**src/core/pin_route_pkg.sv**
```systemverilog
// Constants for the pin function routing block
package pin_route_pkg;
    // ==============================================
    // Package variants and pin identifiers
    localparam logic [1:0] VAR_SMALL = 2'h0;
    localparam logic [1:0] VAR_MID   = 2'h1;
    localparam logic [1:0] VAR_LARGE = 2'h2;
    localparam int PIN_W  = 5;
    localparam int N_PINS = 24;
    localparam logic [4:0] PA0 = 5'h00, PA1 = 5'h01, PA2 = 5'h02;
    localparam logic [4:0] PA3 = 5'h03, PA4 = 5'h04, PA5 = 5'h05;
    localparam logic [4:0] PA6 = 5'h06, PA7 = 5'h07, PB0 = 5'h08;
    localparam logic [4:0] PB1 = 5'h09, PB2 = 5'h0a, PB3 = 5'h0b;
    localparam logic [4:0] PB4 = 5'h0c, PB5 = 5'h0d, PB6 = 5'h0e;
    localparam logic [4:0] PB7 = 5'h0f, PC0 = 5'h10, PC1 = 5'h11;
    localparam logic [4:0] PC2 = 5'h12, PC3 = 5'h13, PC4 = 5'h14;
    localparam logic [4:0] PC6 = 5'h16, PC7 = 5'h17;
    // ==============================================
    // Function slots, highest first: int t0 t1 pfd pulse_width_out_0 pulse_width_out_1
    localparam int F_INT = 5, F_T0 = 4, F_T1 = 3;
    localparam int F_PFD = 2, F_PULSE_WIDTH_OUT_0 = 1, F_PULSE_WIDTH_OUT_1 = 0;
    localparam int N_FN = 6;
    localparam int N_AN = 5;
    localparam logic [5:0] FN_IS_OUT   = 6'h07;
    localparam logic [5:0] FN_OK_SMALL = 6'h36;
    localparam logic [5:0] FN_OK_MID   = 6'h3e;
    localparam logic [5:0] FN_OK_ALL   = 6'h3f;
    localparam logic [4:0] AN_OK_SMALL = 5'h01;
    localparam logic [4:0] AN_OK_ALL   = 5'h1f;
    localparam logic [1:0] SEL_0 = 2'h0, SEL_1 = 2'h1;
    localparam logic [1:0] SEL_2 = 2'h2, SEL_3 = 2'h3;
    localparam logic [19:0] LCD_MAP = {PC7, PC6, PB7, PB6};
    // ==============================================
    // Register map and fields
    localparam logic [7:0] OFS_ROUTE  = 8'h00;
    localparam logic [7:0] OFS_WAKE   = 8'h04;
    localparam logic [7:0] OFS_PULL_A = 8'h08;
    localparam logic [7:0] OFS_PULL_B = 8'h0c;
    localparam logic [7:0] OFS_PULL_C = 8'h10;
    localparam logic [7:0] OFS_PULL_D = 8'h14;
    localparam logic [7:0] OFS_LCD    = 8'h18;
    localparam logic [7:0] OFS_OSC    = 8'h1c;
    localparam logic [7:0] ROUTE_MASK_SMALL = 8'h0d;
    localparam logic [7:0] ROUTE_MASK_MID   = 8'h0c;
    localparam logic [7:0] ROUTE_MASK_LARGE = 8'h0f;
    localparam logic [7:0] LCD_MASK = 8'h3f;
    localparam logic [7:0] OSC_MASK = 8'h37;
    localparam logic [7:0] REG_RST  = 8'h00;
    localparam logic [7:0] OSC_RST  = 8'h02;
    localparam int SEL_LO = 2, AN_LO = 0, LCD_BIAS_LO = 4, RC_LO = 4;
    // ==============================================
    // Oscillator sources and fast RC frequencies
    localparam logic [2:0] OSC_FAST_XTAL = 3'h0;
    localparam logic [2:0] OSC_EXT_RC    = 3'h1;
    localparam logic [2:0] OSC_FAST_RC   = 3'h2;
    localparam logic [2:0] OSC_SLOW_XTAL = 3'h3;
    localparam logic [2:0] OSC_SLOW_RC   = 3'h4;
    localparam logic [1:0] RC_4MHZ = 2'h0, RC_8MHZ = 2'h1, RC_12MHZ = 2'h2;
    localparam logic [1:0] OSC_USE_BOTH  = 2'h3;
    localparam logic [1:0] OSC_USE_FIRST = 2'h2;
    localparam logic [1:0] OSC_USE_NONE  = 2'h0;
endpackage

```
**src/core/pin_function_route.sv**
```systemverilog
// Pin function routing, pull-high, wake, LCD common and clock select
// What this block does
// - Route register resets to zero; upper and unimplemented bits read zero.
// - Small part, select 00/01 places int, t0, pfd, pulse_width_out_0 on port A.
// - Small part, select 10 places them on PB1, PB2, PB0, PA7.
// - Small part, bit 0 moves analog 3 from PA5 to PA3.
// - Middle part, select 00 routes five functions to port A; 01, 10 unused.
// - Middle part, select 11 routes them to PC3, PC4, PA6, PC2, PA7.
// - Large part, select 00 routes six functions to PA0/2/6/1/7, PC1.
// - Large part, select 01 routes them to PA3/2/4/1/7, PB4.
// - Large part, select 10 routes them to PA0/2/4/1/7, PB4.
// - Large part, select 11 routes them to PC3/4, PA6, PC2, PA7, PC1.
// - Large part, analog 00 puts channels 7..3 on PB1/0/3/2/5.
// - Large part, analog 01 puts channels 7..3 on PC0, PA6/5/4/3.
// - Large part, analog 10 puts channels 7..3 on PC0, PA6, PA5, PB2, PA5.
// - Large part, analog 11 puts channels 7..3 on PB1/0/3/2, PA3.
// - In sleep, a falling edge on an enabled port A pin wakes.
// - Pull-high only on input pins whose select bit is set.
// - PB6, PB7, PC6, PC7 can be LCD common lines with set bias.
// - Five oscillator sources, three fast and two slow.
// - Fast internal RC runs at 4, 8 or 12 MHz.
// - External RC takes only the first oscillator pin; PA5 stays I/O.
//
// Added by the designer: the APB slave port and the placing of the registers.
`timescale 1ns/10ps
`default_nettype none
module pin_function_route
    import pin_route_pkg::*;
#(
    parameter logic [1:0] VARIANT = VAR_LARGE
)
(
    // Clock and reset
    input  wire logic        clock,
    input  wire logic        rst,
    // APB slave
    input  wire logic [7:0]  paddr,
    input  wire logic        psel,
    input  wire logic        penable,
    input  wire logic        pwrite,
    input  wire logic [31:0] pwdata,
    output logic      [31:0] prdata_ff,
    output logic             pready_ff,
    output logic             pslverr_ff,
    // Pads of ports A, B, C (index port*8+bit) and port D
    input  wire logic [23:0] pin_in,
    input  wire logic [23:0] gpio_out,
    input  wire logic [23:0] gpio_is_input,
    input  wire logic [7:0]  gpio_d_is_input,
    output logic      [23:0] pad_out_ff,
    output logic      [23:0] pad_oe_ff,
    output logic      [23:0] pad_pull_ff,
    output logic      [23:0] pad_analog_ff,
    output logic      [7:0]  pad_d_pull_ff,
    // Peripheral functions
    input  wire logic        freq_div_in,
    input  wire logic        pulse_width_out_0_in,
    input  wire logic        pulse_width_out_1_in,
    output logic             ext_interrupt_ff,
    output logic             timer0_clock_input_ff,
    output logic             timer1_clock_input_ff,
    // Sleep and wake
    input  wire logic        sleep_mode,
    output logic             wake_req_ff,
    // LCD common lines and oscillator
    output logic      [3:0]  lcd_common_line_ff,
    output logic      [1:0]  lcd_bias_level_ff,
    output logic      [2:0]  osc_source_ff,
    output logic      [1:0]  fast_rc_freq_ff,
    output logic      [1:0]  osc_pin_used_ff
);
    // ==============================================
    // Register file
    logic [7:0]  route_ff, wake_ff, pull_a_ff, pull_b_ff;
    logic [7:0]  pull_c_ff, pull_d_ff, lcd_ff, osc_ff;
    logic [7:0]  nxt_route, nxt_wake, nxt_pull_a, nxt_pull_b;
    logic [7:0]  nxt_pull_c, nxt_pull_d, nxt_lcd, nxt_osc;
    logic [31:0] nxt_prdata;
    logic        nxt_pready, nxt_pslverr;
    logic [7:0]  route_mask, rd;
    logic        miss, wr;

    always_comb
    begin
        case (VARIANT)
        VAR_SMALL: route_mask = ROUTE_MASK_SMALL;
        VAR_MID:   route_mask = ROUTE_MASK_MID;
        default:   route_mask = ROUTE_MASK_LARGE;
        endcase
        miss = 1'b0;
        case (paddr)
        OFS_ROUTE:  rd = route_ff;
        OFS_WAKE:   rd = wake_ff;
        OFS_PULL_A: rd = pull_a_ff;
        OFS_PULL_B: rd = pull_b_ff;
        OFS_PULL_C: rd = pull_c_ff;
        OFS_PULL_D: rd = pull_d_ff;
        OFS_LCD:    rd = lcd_ff;
        OFS_OSC:    rd = osc_ff;
        default:
        begin
            rd = REG_RST;
            miss = 1'b1;
        end
        endcase
        // Zero-wait: ready is raised for the access phase only
        nxt_pready = psel & ~penable;
        nxt_pslverr = psel & ~penable & miss;
        nxt_prdata = prdata_ff;
        if (psel && !penable)
            nxt_prdata = {24'h000000, rd};
        wr = psel & penable & pready_ff & pwrite;
        {nxt_route, nxt_wake, nxt_pull_a, nxt_pull_b} =
            {route_ff, wake_ff, pull_a_ff, pull_b_ff};
        {nxt_pull_c, nxt_pull_d, nxt_lcd, nxt_osc} =
            {pull_c_ff, pull_d_ff, lcd_ff, osc_ff};
        if (wr)
        begin
            case (paddr)
            OFS_ROUTE:  nxt_route = pwdata[7:0] & route_mask;
            OFS_WAKE:   nxt_wake = pwdata[7:0];
            OFS_PULL_A: nxt_pull_a = pwdata[7:0];
            OFS_PULL_B: nxt_pull_b = pwdata[7:0];
            OFS_PULL_C: nxt_pull_c = pwdata[7:0];
            OFS_PULL_D: nxt_pull_d = pwdata[7:0];
            OFS_LCD:    nxt_lcd = pwdata[7:0] & LCD_MASK;
            OFS_OSC:    nxt_osc = pwdata[7:0] & OSC_MASK;
            default:    nxt_osc = osc_ff;
            endcase
        end
    end

    always_ff @(posedge clock)
    begin
        if (rst)
        begin
            {route_ff, wake_ff, pull_a_ff, pull_b_ff} <= {4{REG_RST}};
            {pull_c_ff, pull_d_ff, lcd_ff} <= {3{REG_RST}};
            osc_ff <= OSC_RST;
            prdata_ff <= '0;
            pready_ff <= 1'b0;
            pslverr_ff <= 1'b0;
        end
        else
        begin
            {route_ff, wake_ff, pull_a_ff, pull_b_ff} <=
                {nxt_route, nxt_wake, nxt_pull_a, nxt_pull_b};
            {pull_c_ff, pull_d_ff, lcd_ff, osc_ff} <=
                {nxt_pull_c, nxt_pull_d, nxt_lcd, nxt_osc};
            prdata_ff <= nxt_prdata;
            pready_ff <= nxt_pready;
            pslverr_ff <= nxt_pslverr;
        end
    end

    // LCD lines and clock source straight from their registers
    assign lcd_common_line_ff = lcd_ff[3:0];
    assign lcd_bias_level_ff = lcd_ff[LCD_BIAS_LO +: 2];
    assign osc_source_ff = osc_ff[2:0];
    assign fast_rc_freq_ff = osc_ff[RC_LO +: 2];

    // ==============================================
    // Route decode
    logic [29:0] fn_map;
    logic [5:0]  fn_ok;
    logic [24:0] an_map;
    logic [4:0]  an_ok;
    logic [1:0]  sel, asel, osc_use;

    assign sel = route_ff[SEL_LO +: 2];
    assign asel = route_ff[AN_LO +: 2];

    always_comb
    begin
        {fn_map, fn_ok, an_map, an_ok} = '0;
        case (VARIANT)
        VAR_SMALL:
        begin
            fn_ok = FN_OK_SMALL;
            case (sel)
            SEL_0:   fn_map = {PA0, PA2, PA0, PA1, PA7, PA0};
            SEL_1:   fn_map = {PA3, PA2, PA0, PA1, PA4, PA0};
            SEL_2:   fn_map = {PB1, PB2, PA0, PB0, PA7, PA0};
            default: fn_ok = '0;
            endcase
            an_ok = AN_OK_SMALL;
            an_map = {{4{PA0}}, route_ff[AN_LO] ? PA3 : PA5};
        end
        VAR_MID:
        begin
            fn_ok = FN_OK_MID;
            case (sel)
            SEL_0:   fn_map = {PA0, PA2, PA6, PA1, PA7, PA0};
            SEL_3:   fn_map = {PC3, PC4, PA6, PC2, PA7, PA0};
            default: fn_ok = '0;
            endcase
        end
        default:
        begin
            fn_ok = FN_OK_ALL;
            an_ok = AN_OK_ALL;
            case (sel)
            SEL_0:   fn_map = {PA0, PA2, PA6, PA1, PA7, PC1};
            SEL_1:   fn_map = {PA3, PA2, PA4, PA1, PA7, PB4};
            SEL_2:   fn_map = {PA0, PA2, PA4, PA1, PA7, PB4};
            default: fn_map = {PC3, PC4, PA6, PC2, PA7, PC1};
            endcase
            // Select 10 doubles PA5 and leaves PA4 free, kept as given
            case (asel)
            SEL_0:   an_map = {PB1, PB0, PB3, PB2, PB5};
            SEL_1:   an_map = {PC0, PA6, PA5, PA4, PA3};
            SEL_2:   an_map = {PC0, PA6, PA5, PB2, PA5};
            default: an_map = {PB1, PB0, PB3, PB2, PA3};
            endcase
        end
        endcase
        // Crystals need both oscillator pins, external RC only the first
        case (osc_ff[2:0])
        OSC_FAST_XTAL: osc_use = OSC_USE_BOTH;
        OSC_SLOW_XTAL: osc_use = OSC_USE_BOTH;
        OSC_EXT_RC:    osc_use = OSC_USE_FIRST;
        default:       osc_use = OSC_USE_NONE;
        endcase
    end

    // ==============================================
    // Pin input synchronisers and function inputs
    logic [23:0] sync1_ff, sync2_ff, sync3_ff, filt_ff, nxt_filt, agree;
    logic [23:0] nxt_out, nxt_oe, nxt_pull, nxt_analog, pull_sel;
    logic [5:0]  fn_val;
    logic        nxt_int, nxt_t0, nxt_t1, nxt_wake_req;

    always_comb
    begin
        agree = sync2_ff ~^ sync3_ff;
        nxt_filt = (sync3_ff & agree) | (filt_ff & ~agree);
        nxt_int = fn_ok[F_INT] & filt_ff[fn_map[F_INT*PIN_W +: PIN_W]];
        nxt_t0 = fn_ok[F_T0] & filt_ff[fn_map[F_T0*PIN_W +: PIN_W]];
        nxt_t1 = fn_ok[F_T1] & filt_ff[fn_map[F_T1*PIN_W +: PIN_W]];
        // Falling edge seen on the filtered level, so glitches cannot wake
        nxt_wake_req = sleep_mode & |(filt_ff[7:0] & ~nxt_filt[7:0]
                       & wake_ff);
    end

    // ==============================================
    // Pad muxing: oscillator, LCD, analog, then digital functions
    always_comb
    begin
        pull_sel = {pull_c_ff, pull_b_ff, pull_a_ff};
        fn_val = {3'h0, freq_div_in, pulse_width_out_0_in, pulse_width_out_1_in};
        for (int p = 0; p < N_PINS; p++)
        begin
            nxt_out[p] = gpio_out[p];
            nxt_oe[p] = ~gpio_is_input[p];
            nxt_analog[p] = 1'b0;
            nxt_pull[p] = gpio_is_input[p] & pull_sel[p];
            for (int f = 0; f < N_FN; f++)
            begin
                if (fn_ok[f] && fn_map[f*PIN_W +: PIN_W] == 5'(p))
                begin
                    nxt_out[p] = fn_val[f];
                    nxt_oe[p] = FN_IS_OUT[f];
                    nxt_pull[p] = nxt_pull[p] & ~FN_IS_OUT[f];
                end
            end
            for (int a = 0; a < N_AN; a++)
            begin
                if (an_ok[a] && an_map[a*PIN_W +: PIN_W] == 5'(p))
                begin
                    nxt_analog[p] = 1'b1;
                    nxt_oe[p] = 1'b0;
                    nxt_pull[p] = 1'b0;
                end
            end
            for (int l = 0; l < 4; l++)
            begin
                if (lcd_ff[l] && LCD_MAP[l*PIN_W +: PIN_W] == 5'(p))
                begin
                    nxt_oe[p] = 1'b0;
                    nxt_pull[p] = 1'b0;
                    nxt_analog[p] = 1'b0;
                end
            end
            if ((osc_use[1] && 5'(p) == PA6) ||
                (osc_use[0] && 5'(p) == PA5))
            begin
                nxt_oe[p] = 1'b0;
                nxt_pull[p] = 1'b0;
                nxt_analog[p] = 1'b0;
            end
        end
    end

    always_ff @(posedge clock)
    begin
        if (rst)
        begin
            {sync1_ff, sync2_ff, sync3_ff, filt_ff} <= '0;
            {pad_out_ff, pad_oe_ff, pad_pull_ff, pad_analog_ff} <= '0;
            pad_d_pull_ff <= '0;
            ext_interrupt_ff <= 1'b0;
            timer0_clock_input_ff <= 1'b0;
            timer1_clock_input_ff <= 1'b0;
            wake_req_ff <= 1'b0;
            osc_pin_used_ff <= OSC_USE_NONE;
        end
        else
        begin
            {sync3_ff, sync2_ff, sync1_ff} <= {sync2_ff, sync1_ff, pin_in};
            filt_ff <= nxt_filt;
            {pad_out_ff, pad_oe_ff, pad_pull_ff, pad_analog_ff} <=
                {nxt_out, nxt_oe, nxt_pull, nxt_analog};
            pad_d_pull_ff <= gpio_d_is_input & pull_d_ff;
            ext_interrupt_ff <= nxt_int;
            timer0_clock_input_ff <= nxt_t0;
            timer1_clock_input_ff <= nxt_t1;
            wake_req_ff <= nxt_wake_req;
            osc_pin_used_ff <= osc_use;
        end
    end

    // ==============================================
    // Assertions
    a_route_zero_bits: assert property (@(posedge clock)
        disable iff (rst) (route_ff & ~route_mask) == REG_RST)
        else $error("route register holds unimplemented bits");
    a_small_sel0_pwm: assert property (@(posedge clock)
        disable iff (rst) (VARIANT == VAR_SMALL && sel == SEL_0)
        |=> pad_oe_ff[PA7] && pad_out_ff[PA7] == $past(pulse_width_out_0_in))
        else $error("pulse_width_out_0 not on PA7 for select 00");
    a_small_sel2_pfd: assert property (@(posedge clock)
        disable iff (rst) (VARIANT == VAR_SMALL && sel == SEL_2)
        |=> pad_oe_ff[PB0] && pad_out_ff[PB0] == $past(freq_div_in))
        else $error("frequency output not on PB0 for select 10");
    a_small_an3_move: assert property (@(posedge clock)
        disable iff (rst) (VARIANT == VAR_SMALL && route_ff[AN_LO])
        |=> pad_analog_ff[PA3] && !pad_analog_ff[PA5])
        else $error("analog 3 not moved to PA3");
    a_large_pulse_width_out_1_pc1: assert property (@(posedge clock)
        disable iff (rst) (VARIANT == VAR_LARGE && sel == SEL_3)
        |=> pad_oe_ff[PC1] && pad_out_ff[PC1] == $past(pulse_width_out_1_in))
        else $error("pulse_width_out_1 not on PC1 for select 11");
    a_large_an7_pc0: assert property (@(posedge clock)
        disable iff (rst) (VARIANT == VAR_LARGE && asel == SEL_1)
        |=> pad_analog_ff[PC0] && pad_analog_ff[PA4])
        else $error("analog 01 placement wrong");
    a_wake_on_fall: assert property (@(posedge clock)
        disable iff (rst) (sleep_mode
        && |(filt_ff[7:0] & ~nxt_filt[7:0] & wake_ff)) |=> wake_req_ff)
        else $error("missed wake on falling edge");
    a_pull_input_only: assert property (@(posedge clock)
        disable iff (rst) ##1 (pad_pull_ff
        & ~$past(gpio_is_input & pull_sel)) == '0)
        else $error("pull-high on a pin that is not a selected input");
    a_ext_rc_pins: assert property (@(posedge clock)
        disable iff (rst) osc_ff[2:0] == OSC_EXT_RC
        |=> osc_pin_used_ff == OSC_USE_FIRST && (pad_analog_ff[PA5]
        || pad_oe_ff[PA5] != $past(gpio_is_input[PA5])))
        else $error("external RC claims the second oscillator pin");
    a_apb_ready: assert property (@(posedge clock)
        disable iff (rst) (psel && !penable) |=> pready_ff ##1 !pready_ff)
        else $error("APB ready not a single access-phase pulse");
endmodule // pin_function_route
`default_nettype wire

```
**config.mk**
```make
export PLATFORM = sky130hd
export DESIGN_NAME = pin_function_route
export DESIGN_NICKNAME = d
export VERILOG_FILES = /design/src/core/pin_route_pkg.sv /design/src/core/pin_function_route.sv
export SDC_FILE = /design/constraint.sdc
export NUM_CORES = 1
export LEC_CHECK = 0
export BUFFER_PORTS_ARGS = -buffer_cell sky130_fd_sc_hd__buf_2
export CORE_MARGIN = 1
export CORE_UTILIZATION = 25
export CTS_CLUSTER_DIAMETER = 80
export DETAILED_ROUTE_END_ITERATION = 6
export GPL_TIMING_DRIVEN = 0
export PLACE_DENSITY = 0.53
export SLEW_MARGIN = 10
export SYNTH_ARGS = -nofsm -noshare
export SYNTH_HDL_FRONTEND = slang
export SYNTH_SLANG_ARGS = --single-unit
```
**constraint.sdc**
```tcl
create_clock -name clock -period 5 [get_ports clock]
set_input_delay 1 -clock clock [delete_from_list [all_inputs] [get_ports clock]]
set_output_delay 1 -clock clock [all_outputs]
set_load 0.02 [all_outputs]
```
==> results by group, run 1 <==
Global route
  • Global Route Usage Sum: 14.6%
  • Grt ovf: 0
  • M1 GR Usage: 18.0%
  • First-pass GRT wire length: 33200 µm
  • Global routing met3 resource utilization: 4.43%
  • Antenna violations before repair: 7
  • Vias in the first global route: 5461
  • Busiest grt layer: met2
  • Met2 GRT Util: 24.7%
  • Pin count of the biggest net entering global routing: 14

Timing
  • Relative slew slack: 40.7%
  • Final setup fails: 0
  • Worst hold margin: 0.429 ns
  • PnR worst setup slack: ~2.4 ns
  • RSZ-0062 raised after global routing: no
  • Final Cycle Share: 51.3%
  • Crit path time final: roughly 2.6 ns
  • Total negative slack: 0 ns
  • Final hold vios: 0
  • Tightest Pin Transition: a little under 0.9 ns
  • Max Clock Freq: 390 MHz
  • Slew Limit Fails: 0
  • Fin Clk Skew: roughly 0.012 ns

Logic synthesis
  • Synth warn: 0
  • Syn Std Cell Area: 0.00736 mm²
  • Number of synthesized flops with an enable pin: 0
  • Sequential fraction of the synthesis area: between 50% and 60%
  • Yosys reg bits: 203
  • Most used DFF post-synth: dfxtp_1
  • Mapped Cells: 697
  • Fraction of registers with async set or reset after synthesis: 0%
  • Synth cell types: 46
  • Mapped Avg Cell Area: 10.6 µm²

Job
  • Max Cap Viol: 0

Clock tree
  • Buffers inserted by post-CTS timing repair: 0
  • # resized after CTS: 0
  • Clock sink total: 203
  • Clock root cell: clkbuf_16
  • CTS tree: yes
  • Post-cts hold buffer count: 0
  • Total CTS buffers: 24
  • Reg clk slew, reported paths: 0.06 ns
  • Worst-Skew Late Latency: 0.51 ns
  • H-tree depth: 1
  • Clock buffer depth: 3

Critical path
  • CP Max Fanout: 8
  • Worst Setup Path Type: in2reg
  • WP data arrival: 2.94 ns
  • Worst Path Required: 5.38 ns
  • Worst setup EP type: flop
  • Startpoint Class: input pin

Pwr
  • Cell Int Power: 0.00297 W
  • Leakage: 4.44 nW
  • Pwr dens: 386 mW/mm²
  • Seq pwr share: between 40 and 50%
  • Sw Share: 22.0%
  • Clock power share: 50.8%
  • Comb pwr share: 5.8%
  • Switching power: 0.000837 W
  • Worst IR Drop VDD: roughly 0.00024 V

Drt
  • WL/cell: 16.4 µm
  • Remaining DRCs: 0
  • Detail-routed via count per cell: 4.19
  • DRT Pass-1 Iters: 4
  • DR vias: 5705
  • DR iter-0 viols: 320
  • Detailed Route WL: 22300 µm
  • Antenna Violating Nets Remaining: 0

Cells and area
  • Final Net Count: roughly 1100
  • P&R area growth vs syn: 34.3%
  • Filler Cell Count: roughly 3000
  • Ratio of cells with drive above 1 in the final layout: approximately 31%
  • Finished Layout Cells: 1363

Floorplanning
  • Die area: 0.0301 mm²
  • Die Y: 174 µm
  • Die Width: 174 µm
  • FP Rows: 62
  • Core area: 0.0289 mm²
  • Initial Util: 25.5%
  • Io pins: roughly 280

Place
  • Routability cong.: approximately 0.84
  • IO buf count: roughly 210
  • Inst Count DP: 1319
  • DP Worst Slack: between 1.5 and 2 ns
  • Detail Placement HPWL: around 17000 µm

Outcome
  • Outcome: finished, final reports clean

Hold path
  • Worst min path class: reg2reg
==> metal layers <==
layer	share of wire (%)	vias to the layer above	routed length, µm
met5	0.32	-	72
met2	47	208	10400
met1	43	2615	9500
met4	2.3	10	507
met3	8.1	44	1820
li1	-	2828	-
==> worst paths after layout <==
| path | startpoint | end | slack [ns] | cells past startpoint |
|---|---|---|---|---|
| worst max-delay path | paddr[5] | pull_a_ff[3] | 2.44 | 6 |
| worst min-delay path | sync1_ff[7] | sync2_ff[7] | 0.43 | 1 |
| worst max register to register | route_ff[3] | pad_out_ff[17] | 3.07 | 5 |
| worst min register to register | sync1_ff[7] | sync2_ff[7] | 0.43 | 1 |
==> cells in the final DEF (no fill, tap or decap), drive strengths merged, types with 5 or more instances in the layout <==
| cell | instances |
|---|---|
| buf | 251 |
| nand2 | 34 |
| inv | 16 |
| and3b | 9 |
| nor2b | 51 |
| ha | 7 |
| o21ai | 22 |
| and3 | 6 |
| nor4bb | 9 |
| nor3 | 23 |
| nor3b | 8 |
| nor4 | 10 |
| mux4 | 7 |
| dfxtp | 203 |
| a21oi | 21 |
| nor2 | 86 |
| bufinv | 5 |
| mux2i | 73 |
| conb | 34 |
| clkbuf | 62 |
==> metrics by stage <==
| stage | cell area (µm²) | total power, W | util (%) |
|---|---|---|---|
| finish | 9880 | 0.00381 | 34.3 |
| global route | 9880 | 0.00396 | 34.2 |
| CTS | 9880 | 0.00387 | 34.2 |
| detailed placement | 8990 | 0.00191 | 31.2 |
| global placement | 8990 | 0.00191 | 31.2 |
| floorplan | 7480 | 0.00182 | - |
==> worst max-delay path: stages <==
cell     delay, ns
buf_2         0.10
or4_1         0.57
buf_6         0.17
nor4_4        0.75
mux2i_1       0.28
nor2_1        0.06
==> cell type report <==
cell class | instances | area (µm²) | area share, %
clock buffer | 33 | 706 | 7.14
buffer | 75 | 448 | 4.53
antenna | 1 | 2.50 | 0.0253
tap | 384 | 480 | 4.86
sequential | 203 | 4060 | 41.1
clock inverter | 10 | 185 | 1.87
inverter | 14 | 52.6 | 0.532
timing repair buffer | 205 | 1030 | 10.4
multi-input combinational | 438 | 2920 | 29.5
==> registers in the layout, indices dropped and copies added, names as in the netlist, 10 cells and up, named ones only <==
register,count
pad_oe_ff,24
pad_out_ff,24
sync1_ff,10
sync3_ff,10
sync2_ff,10
pad_pull_ff,23
pad_analog_ff,13
==> cells in the mapped netlist (4+ instances only) <==
master,n,share of area [%]
dfxtp_1,203,55
nor2_1,86,4.4
mux2i_1,73,9.9
nor2b_1,51,4.3
buf_4,37,3.8
nand2_1,34,1.7
clkbuf_1,29,1.5
a21oi_1,21,1.4
nor3_1,21,1.4
o21ai_0,19,1.3
inv_1,14,0.71
and3b_1,9,1.1
nor4bb_1,9,1.2
nor3b_1,8,0.82
ha_1,7,1.2
mux4_2,7,2.1
and3_1,6,0.51
nor4_1,6,0.51
buf_2,4,0.27
nand2b_1,4,0.34
nand3b_1,4,0.41
nor4_4,4,1.2
==> kinds of logic (layout without fill, tap and decap cells) <==
kind of cell               Yosys count  after routing  synth area share, %
and+or+nand+nor                    263            263                 20.6
DFF                                203            203                 55.2
buffers and inverters               89            337                 6.80
muxes                               80             80                 12.1
AOI/OAI and AO/OA                   54             54                 4.06
adders and majority gates            7              7                 1.19
other                                1             35               0.0509
==> power groups by stage <==
stage | clock network (W) | registers, W | logic [W]
finish | 0.00194 | 0.00165 | 0.000222
global placement | 0 | 0.00169 | 0.000223
floorplan | 0 | 0.00171 | 0.000108
detailed placement | 0 | 0.00169 | 0.000224
global route | 0.00207 | 0.00166 | 0.000240
CTS | 0.00199 | 0.00165 | 0.000224
(Power assumes the default switching activity.)
==> run 2: changes to the inputs <==
--- a/config.mk
+++ b/config.mk
@@ -5,13 +5,14 @@
 export SDC_FILE = /design/constraint.sdc
 export NUM_CORES = 1
 export LEC_CHECK = 0
+export ABC_AREA = 1
 export BUFFER_PORTS_ARGS = -buffer_cell sky130_fd_sc_hd__buf_2
 export CORE_MARGIN = 1
 export CORE_UTILIZATION = 25
 export CTS_CLUSTER_DIAMETER = 80
 export DETAILED_ROUTE_END_ITERATION = 6
 export GPL_TIMING_DRIVEN = 0
-export PLACE_DENSITY = 0.53
+export PLACE_DENSITY = 0.54
 export SLEW_MARGIN = 10
 export SYNTH_ARGS = -nofsm -noshare
 export SYNTH_HDL_FRONTEND = slang
==> constraint.sdc (replaced) <==
create_clock -name clock -period 2.1 [get_ports clock]
set_input_delay 0.42 -clock clock [delete_from_list [all_inputs] [get_ports clock]]
set_output_delay 0.42 -clock clock [all_outputs]
set_load 0.02 [all_outputs]
==> run 2 against run 1 <==
  * Sequential cell count is the same
  * Sequential share of layout area is 0.12 points higher
  * Synthesized cell count increased by 30%
  * Largest power group unchanged
  * Register-to-register slack lost 2.8 ns
  * Critical path type is now reg2reg
  * Area after synthesis increased by 0.37%
  * Combinational power increased by 150%
  * Critical path depth decreased by 1
  * Routed wire length rose by 7.6%
==> results by group, run 2 <==
Outcome
  • Outcome: finished, final reports clean

Clock tree
  • H-tree depth: 1 (unchanged)
  • Reg clk slew, reported paths: 0.06 ns (about the same)
  • CTS tree: yes
  • Post-cts hold buffer count: 0 (unchanged)
  • Total CTS buffers: 25 (+4.2%)
  • Clock sink total: 203 (unchanged)
  • Buffers inserted by post-CTS timing repair: 0 (unchanged)
  • Worst-Skew Late Latency: 0.53 ns (+0.02 ns)
  • # resized after CTS: 0 (unchanged)
  • Clock root cell: clkbuf_16
  • Clock buffer depth: 3 (unchanged)

Logic synthesis
  • Yosys reg bits: 203 (unchanged)
  • Number of synthesized flops with an enable pin: 0 (unchanged)
  • Most used DFF post-synth: dfxtp_1
  • Sequential fraction of the synthesis area: 55.0% (-0.21 points)
  • Syn Std Cell Area: 0.00739 mm² (+0.37%)
  • Synth top area cells: dfxtp_1 (55%), nor2_1 (9.5%), inv_1 (5.3%), nand2_1 (5.0%), o21ai_0 (4.5%)
  • Yosys top cell by area: dfxtp_1
  • Fraction of registers with async set or reset after synthesis: 0% (unchanged)
  • Mapped Avg Cell Area: 8.14 µm² (-23%)
  • Area fraction of the dominant cell type after synthesis: 55.0% (-0.21 points)
  • Top cells by count, synth: dfxtp_1 (203), nor2_1 (187), inv_1 (104)
  • Most common cell in the netlist: dfxtp_1
  • Mapped Cells: 908 (+30%)
  • Synth warn: 0 (unchanged)
  • Synth cell types: 34 (-26%)

Place
  • Detail Placement HPWL: 18300 µm (+8.7%)
  • IO buf count: 209 (+2.0%)
  • Routability cong.: 0.866 (+2.6%)
  • Area post-placement: 0.00904 mm² (+0.53%)

Critical path
  • Startpoint Class: flop
  • Cell family with most CP delay: simple AND/OR/NAND/NOR gates
  • R2R cell count: 5 (unchanged)
  • Reg2reg start: route_ff[0]
  • WP data arrival: 2.30 ns (-0.64 ns)
  • Worst Path Required: 2.55 ns (-2.83 ns)
  • Worst reg2reg endpoint: pad_oe_ff[6]
  • Max incr delay on CP: 0.55 ns (-0.20 ns)
  • R2R Setup Slk: 0.25 ns (-2.82 ns)
  • Buf+Inv Stages, Crit Path: 1 (-1)
  • Critical path cell sequence: inv_1 > ha_1 > nor2_1 > nand2_1 > nor3_1
  • Critical Path Start: route_ff[0]
  • Slowest cell on the critical path: nor2_1
  • Worst setup EP type: flop
  • CP Max Fanout: 5 (-3)
  • Worst Setup Path Type: reg2reg

Timing
  • RSZ-0062 raised after global routing: no
  • Total negative slack: 0 ns (unchanged)
  • Final setup fails: 0 (unchanged)
  • Final Cycle Share: 88.2%
  • Slew Limit Fails: 0 (unchanged)
  • Max Clock Freq: 540 MHz
  • Tightest Pin Transition: 0.936 ns (+0.0470 ns)
  • Fin Clk Skew: 0.0139 ns (+0.00173 ns)
  • Final hold vios: 0 (unchanged)
  • Crit path time final: 1.85 ns
  • Relative slew slack: 37.6% (-3.1 points)

Cells and area
  • Register area: 0.00406 mm² (unchanged)
  • P&R area growth vs syn: 33.4%
  • Multi-input gate area: 0.00260 mm² (-11%)
  • Ratio of cells with drive above 1 in the final layout: 27.5% (-3.7 points)
  • Fin area: 0.00986 mm² (-0.29%)
  • N_diodes: 0 (-1)
  • Final Net Count: 1313 (+20%)
  • Filler Cell Count: 3138 (+3.6%)
  • Most frequent cells in the layout: buf_2 (212), dfxtp_1 (203), nor2_1 (187)
  • Commonest non-fill, non-tap cell in the layout: buf_2

Global route
  • Pin count of the biggest net entering global routing: 14 (unchanged)
  • Vias in the first global route: 6194 (+13%)
  • Global Route Usage Sum: 15.6% (+1.0 points)
  • Grt ovf: 0 (unchanged)
  • First-pass GRT wire length: 35800 µm (+7.6%)
  • Antenna violations before repair: 0 (-7)

Floorplanning
  • Initial Util: 25.6% (+0.095 points)
  • Io pins: 284 (unchanged)
  • Die Width: 174 µm (+0.18%)
  • Die area: 0.0302 mm² (+0.37%)
  • Core area: 0.0289 mm² (unchanged)
  • FP Rows: 62 (unchanged)
  • Die Y: 174 µm (+0.18%)

Drt
  • DR vias: 6538 (+15%)
  • DRT Pass-1 Iters: 5 (+1)
  • WL/cell: 15.2 µm (-7.1%)
  • Detailed Route WL: 24000 µm (+7.6%)
  • DR iter-0 viols: 477 (+49%)
  • Detail-routed via count per cell: 4.14 (-1.0%)
  • Remaining DRCs: 0 (unchanged)
  • Antenna Violating Nets Remaining: 0 (unchanged)

Pwr
  • Pwr dens: 887 mW/mm² (+130%)
  • Leakage: 4.73 nW (+6.5%)
  • Worst IR Drop VDD: 0.000487 V (+100%)

Job
  • Max Cap Viol: 0 (unchanged)

Hold path
  • Hold Crit Endpoint: pad_oe_ff[22]
  • Min-delay src: gpio_is_input[22]
  • Worst min path class: in2reg
  • Worst Hold Path Cells: 2 (+1)
-- run 2: cell types whose count changed after synthesis, moves of 8 or more --
cell      before  now
a21oi_1       21   51
and3b_1        9    0
clkbuf_1      29   15
inv_1         14  104
inv_2          0    9
mux2i_1       73    0
nand2_1       34   99
nand3_1        3   65
nor2_1        86  187
nor2b_1       51    0
nor3_1        21   13
nor4bb_1       9    0
o21ai_0       19   67
-- run 2: per-layer routing --
metal	vias up	track usage (%)	share of wire (%)
met4	0	5.70	3.3
met5	-	0	0
met3	49	3.52	7.4
li1	3330	-	-
met1	2913	20.9	46
met2	246	24.5	43
-- run 2: through the flow --
| stage | setup WS [ns] | util, % | hold WS (ns) | cells | power (W) |
|---|---|---|---|---|---|
| 3_3_place_gp | 0.0523 | 31.3 | 0.392 | 1534 | 0.00457 |
| 4_1_cts | 0.210 | 34.2 | 0.0441 | 1578 | 0.00887 |
| 2_1_floorplan | 0.708 | - | 0.388 | 941 | 0.00434 |
| 6_report | 0.247 | 34.2 | 0.0652 | 1578 | 0.00875 |
| 5_1_grt | 0.145 | 34.2 | 0.0527 | 1578 | 0.00907 |
| 3_5_place_dp | 0.0646 | 31.3 | 0.396 | 1534 | 0.00458 |
-- run 2: layout make-up --
type	instances	area share [%]
Timing Repair Buffer	209	10.6
Tap cell	384	4.87
Clock inverter	15	1.49
Buffer	65	4.30
Multi-Input combinational cell	560	26.4
Inverter	113	4.30
Clock buffer	29	6.80
Sequential cell	203	41.2
-- run 2: worst max-delay path by stage --
stage	to	cells past startpoint
after global routing	pad_oe_ff[6]	5
after floorplan	pull_d_ff[6]	6
after detailed placement	pad_pull_ff[4]	4
after global placement	sync2_ff[20]	4
final	pad_oe_ff[6]	5
after CTS	pad_oe_ff[6]	5
-- run 2: logic make-up after synthesis --
logic type / synth area share [%]
adder cells (fa/ha/maj): 1.19
AO/OA/AOI/OAI: 9.21
AND/OR/NAND/NOR: 23.1
buffers and inverters: 11.5
other: 0.0508
flip-flops: 55.0
-- run 2: power by group --
part | switching (W) | internal, W | leakage [nW]
logic | 0.000361 | 0.000189 | 2.68
clock network | 0.00172 | 0.00254 | 0.401
registers | 0.0000197 | 0.00392 | 1.65
total | 0.00210 | 0.00664 | 4.73
==> run 3: changes to the inputs <==
--- a/config.mk
+++ b/config.mk
@@ -5,7 +5,7 @@
 export SDC_FILE = /design/constraint.sdc
 export NUM_CORES = 1
 export LEC_CHECK = 0
-export ABC_AREA = 1
+export ABC_AREA = 0
 export BUFFER_PORTS_ARGS = -buffer_cell sky130_fd_sc_hd__buf_2
 export CORE_MARGIN = 1
 export CORE_UTILIZATION = 25
==> run 3 against run 2 <==
  * Sequential power about the same
  * Register-to-register slack got worse by 0.09 ns
  * Cell count fell by 14%
  * Combinational power decreased by 4.0%
  * Critical endpoint is now prdata_ff[1]
  * Routed wire length down 6.9%
  * Global-route usage fell by 1.1 points
  * Die area decreased by 0.37%
  * Hold slack lost 0.011 ns
  * Total power hardly changed
  * Critical path type is now in2reg
  * Clock power about the same
  * Non-clock buffer count increased by 4
  * Utilization decreased by 0.12 points
==> results by group, run 3 (synthesis results as in run 1) <==
Timing
  • RSZ-0062 raised after global routing: no
  • Final Cycle Share: 93.7% (+5.5 points)
  • Final hold vios: 0 (unchanged)
  • Slew Limit Fails: 0 (unchanged)
  • Fin Clk Skew: 0.0126 ns (-0.00137 ns)
  • Total negative slack: 0 ns (unchanged)
  • Final setup fails: 0 (unchanged)
  • Crit path time final: 1.97 ns (+0.115 ns)
  • Worst hold margin: 0.0544 ns (-0.0108 ns)
  • PnR worst setup slack: 0.133 ns (-0.115 ns)
  • Relative slew slack: 42.7% (+5.1 points)
  • Max Clock Freq: 508 MHz (-5.8%)
  • Tightest Pin Transition: 0.853 ns (-0.0830 ns)

Floorplanning
  • Die Y: 174 µm (-0.18%)
  • Initial Util: 25.5% (-0.095 points)
  • Die Width: 174 µm (-0.18%)
  • FP Rows: 62 (unchanged)
  • Io pins: 284 (unchanged)
  • Core area: 0.0289 mm² (unchanged)
  • Die area: 0.0301 mm² (-0.37%)

Drt
  • DR iter-0 viols: 409 (-14%)
  • Highest Signal Layer: met5
  • Detailed Route WL: 22300 µm (-6.9%)
  • WL/cell: 16.4 µm (+7.9%)
  • Remaining DRCs: 0 (unchanged)
  • DR vias: 5672 (-13%)
  • Wire length on met2: 10400 µm (+0.93%)
  • Antenna Violating Nets Remaining: 0 (unchanged)
  • Met1 wire length: 9830 µm (-12%)
  • DRT Pass-1 Iters: 6 (+1)
  • Wire length on met3: 1490 µm (-16%)
  • Detail-routed via count per cell: 4.17 (+0.59%)

Clock tree
  • Post-cts hold buffer count: 0 (unchanged)
  • H-tree depth: 1 (unchanged)
  • Buffers inserted by post-CTS timing repair: 0 (unchanged)
  • Clock sink total: 203 (unchanged)
  • Clock root cell: clkbuf_16
  • Reg clk slew, reported paths: 0.06 ns (about the same)
  • CTS tree: yes
  • Worst-Skew Late Latency: 0.52 ns (about the same)
  • Total CTS buffers: 24 (-4.0%)
  • Clock buffer depth: 3 (unchanged)

Cells and area
  • P&R area growth vs syn: 33.4% (about the same)
  • Commonest non-fill, non-tap cell in the layout: buf_2
  • Filler Cell Count: 3020 (-3.8%)
  • Register area: 0.00406 mm² (unchanged)
  • Ratio of cells with drive above 1 in the final layout: 31.4% (+3.9 points)
  • Most frequent cells in the layout: buf_2 (209), dfxtp_1 (203), nor2_1 (86)
  • Multi-input gate area: 0.00292 mm² (+12%)
  • Finished Core Util: 34.0% (-0.12 points)
  • Final Net Count: 1095 (-17%)

Pwr
  • Sw Share: 22.7% (-1.4 points)
  • Seq pwr share: 45.0% (about the same)
  • Clock power share: 49.0% (+0.3 points)
  • Comb pwr share: 6.0% (-0.3 points)
  • Pwr dens: 891 mW/mm² (+0.44%)
  • Leakage: 4.42 nW (-6.6%)
  • Worst IR Drop VDD: 0.000508 V (+4.2%)
  • Cell Int Power: 0.00677 W (+1.9%)
  • Switching power: 0.00198 W (-5.6%)

Place
  • Routability cong.: 0.864 (-0.23%)
  • DP Worst Slack: -0.507 ns (-0.572 ns)
  • Detail Placement HPWL: 16700 µm (-8.4%)
  • IO buf count: 205 (-1.9%)

Job
  • Max Cap Viol: 0 (unchanged)

Outcome
  • Outcome: finished, final reports clean

Global route
  • Global Route Usage Sum: 14.5% (-1.1 points)
  • Vias in the first global route: 5478 (-12%)
  • Pin count of the biggest net entering global routing: 13 (-1)
  • Grt ovf: 0 (unchanged)
  • First-pass GRT wire length: 33300 µm (-7.0%)
  • Antenna violations before repair: 6 (+6)

Critical path
  • WP data arrival: 2.36 ns (+0.06 ns)
  • R2R cell count: 4 (-1)
  • Worst setup EP type: flop
  • Startpoint Class: input pin
  • R2R Setup Slk: 0.16 ns (-0.09 ns)
  • Worst Setup Path Type: in2reg
  • CP Max Fanout: 10 (+5)
  • Critical Path Start: paddr[2]
  • Setup crit end: prdata_ff[1]
  • Reg2reg start: pready_ff
  • Max incr delay on CP: 0.46 ns (-0.09 ns)
  • Worst reg2reg endpoint: pull_c_ff[1]
  • Critical path cell sequence: buf_2 > buf_2 > clkbuf_1 > mux4_2 > mux2i_1 > o21ai_0
  • Slowest cell on the critical path: clkbuf_1
  • Worst Path Required: 2.50 ns (-0.05 ns)
  • Critical path's most frequent cell: buf_2

Hold path
  • Worst min path class: in2reg
  • Min-delay src: gpio_is_input[8]
==> run 3: changes by cell type in the layout (fill, tap and decap cells not counted), moves of 51 or more <==
cell,delta
nor2_1,-101
inv_1,-90
mux2i_1,+73
nand2_1,-65
nand3_1,-62
nor2b_1,+51
==> run 3: timing repair <==
item | 4_1_cts | 5_1_grt
hold endpoints to repair | 0 | 0
gates resized for setup | 0 | 4
endpoints found under the setup margin | 0 | 12
==> run 3: metrics by stage <==
stage / power, W / std cells / instance area, µm²
3_3_place_gp: 0.00455 / 1319 / 8990
3_5_place_dp: 0.00456 / 1319 / 8990
6_report: 0.00875 / 1361 / 9820
4_1_cts: 0.00887 / 1361 / 9820
2_1_floorplan: 0.00433 / 730 / 7480
5_1_grt: 0.00906 / 1360 / 9820
==> run 3: area by class of cell <==
cell class,instances,area share (%)
flip-flops and latches,203,41.4
multi-input cells,438,29.7
repair buffers,205,10.4
clock buffers,34,7.43
well taps,384,4.89
plain buffers,73,4.56
clock inverters,8,0.981
inverters,14,0.535
diodes,2,0.0510
==> run 3: power by group through the flow <==
stage	Clock, W	Sequential [W]	Combinational, W
after floorplan	0	0.00408	0.000258
after global placement	0	0.00402	0.000531
after detailed placement	0	0.00402	0.000535
after CTS	0.00440	0.00394	0.000536
after global routing	0.00455	0.00394	0.000571
final	0.00429	0.00394	0.000528
==> run 3: metal layers <==
metal  vias up  track usage [%]
met3        41             3.93
met5         -                0
met1      2582             18.3
met2       221             24.1
met4         8             4.09
li1       2820                -
==> run 3: worst max-delay path: cells and delay by family <==
kind                   cells  cell delay (ns)
buffers and inverters      3             1.07
muxes                      2             0.75
AOI/OAI and AO/OA          1             0.12
==> run 3: how the worst min path moves through the flow <==
stage               slack [ns]  cells after the start            to
floorplan                 0.41                      1   sync2_ff[0]
finish                    0.05                      2  pad_oe_ff[8]
detailed placement        0.42                      1   sync2_ff[4]
global placement          0.42                      1   sync2_ff[0]
CTS                       0.04                      2  pad_oe_ff[8]
global route              0.06                      2  pad_oe_ff[8]
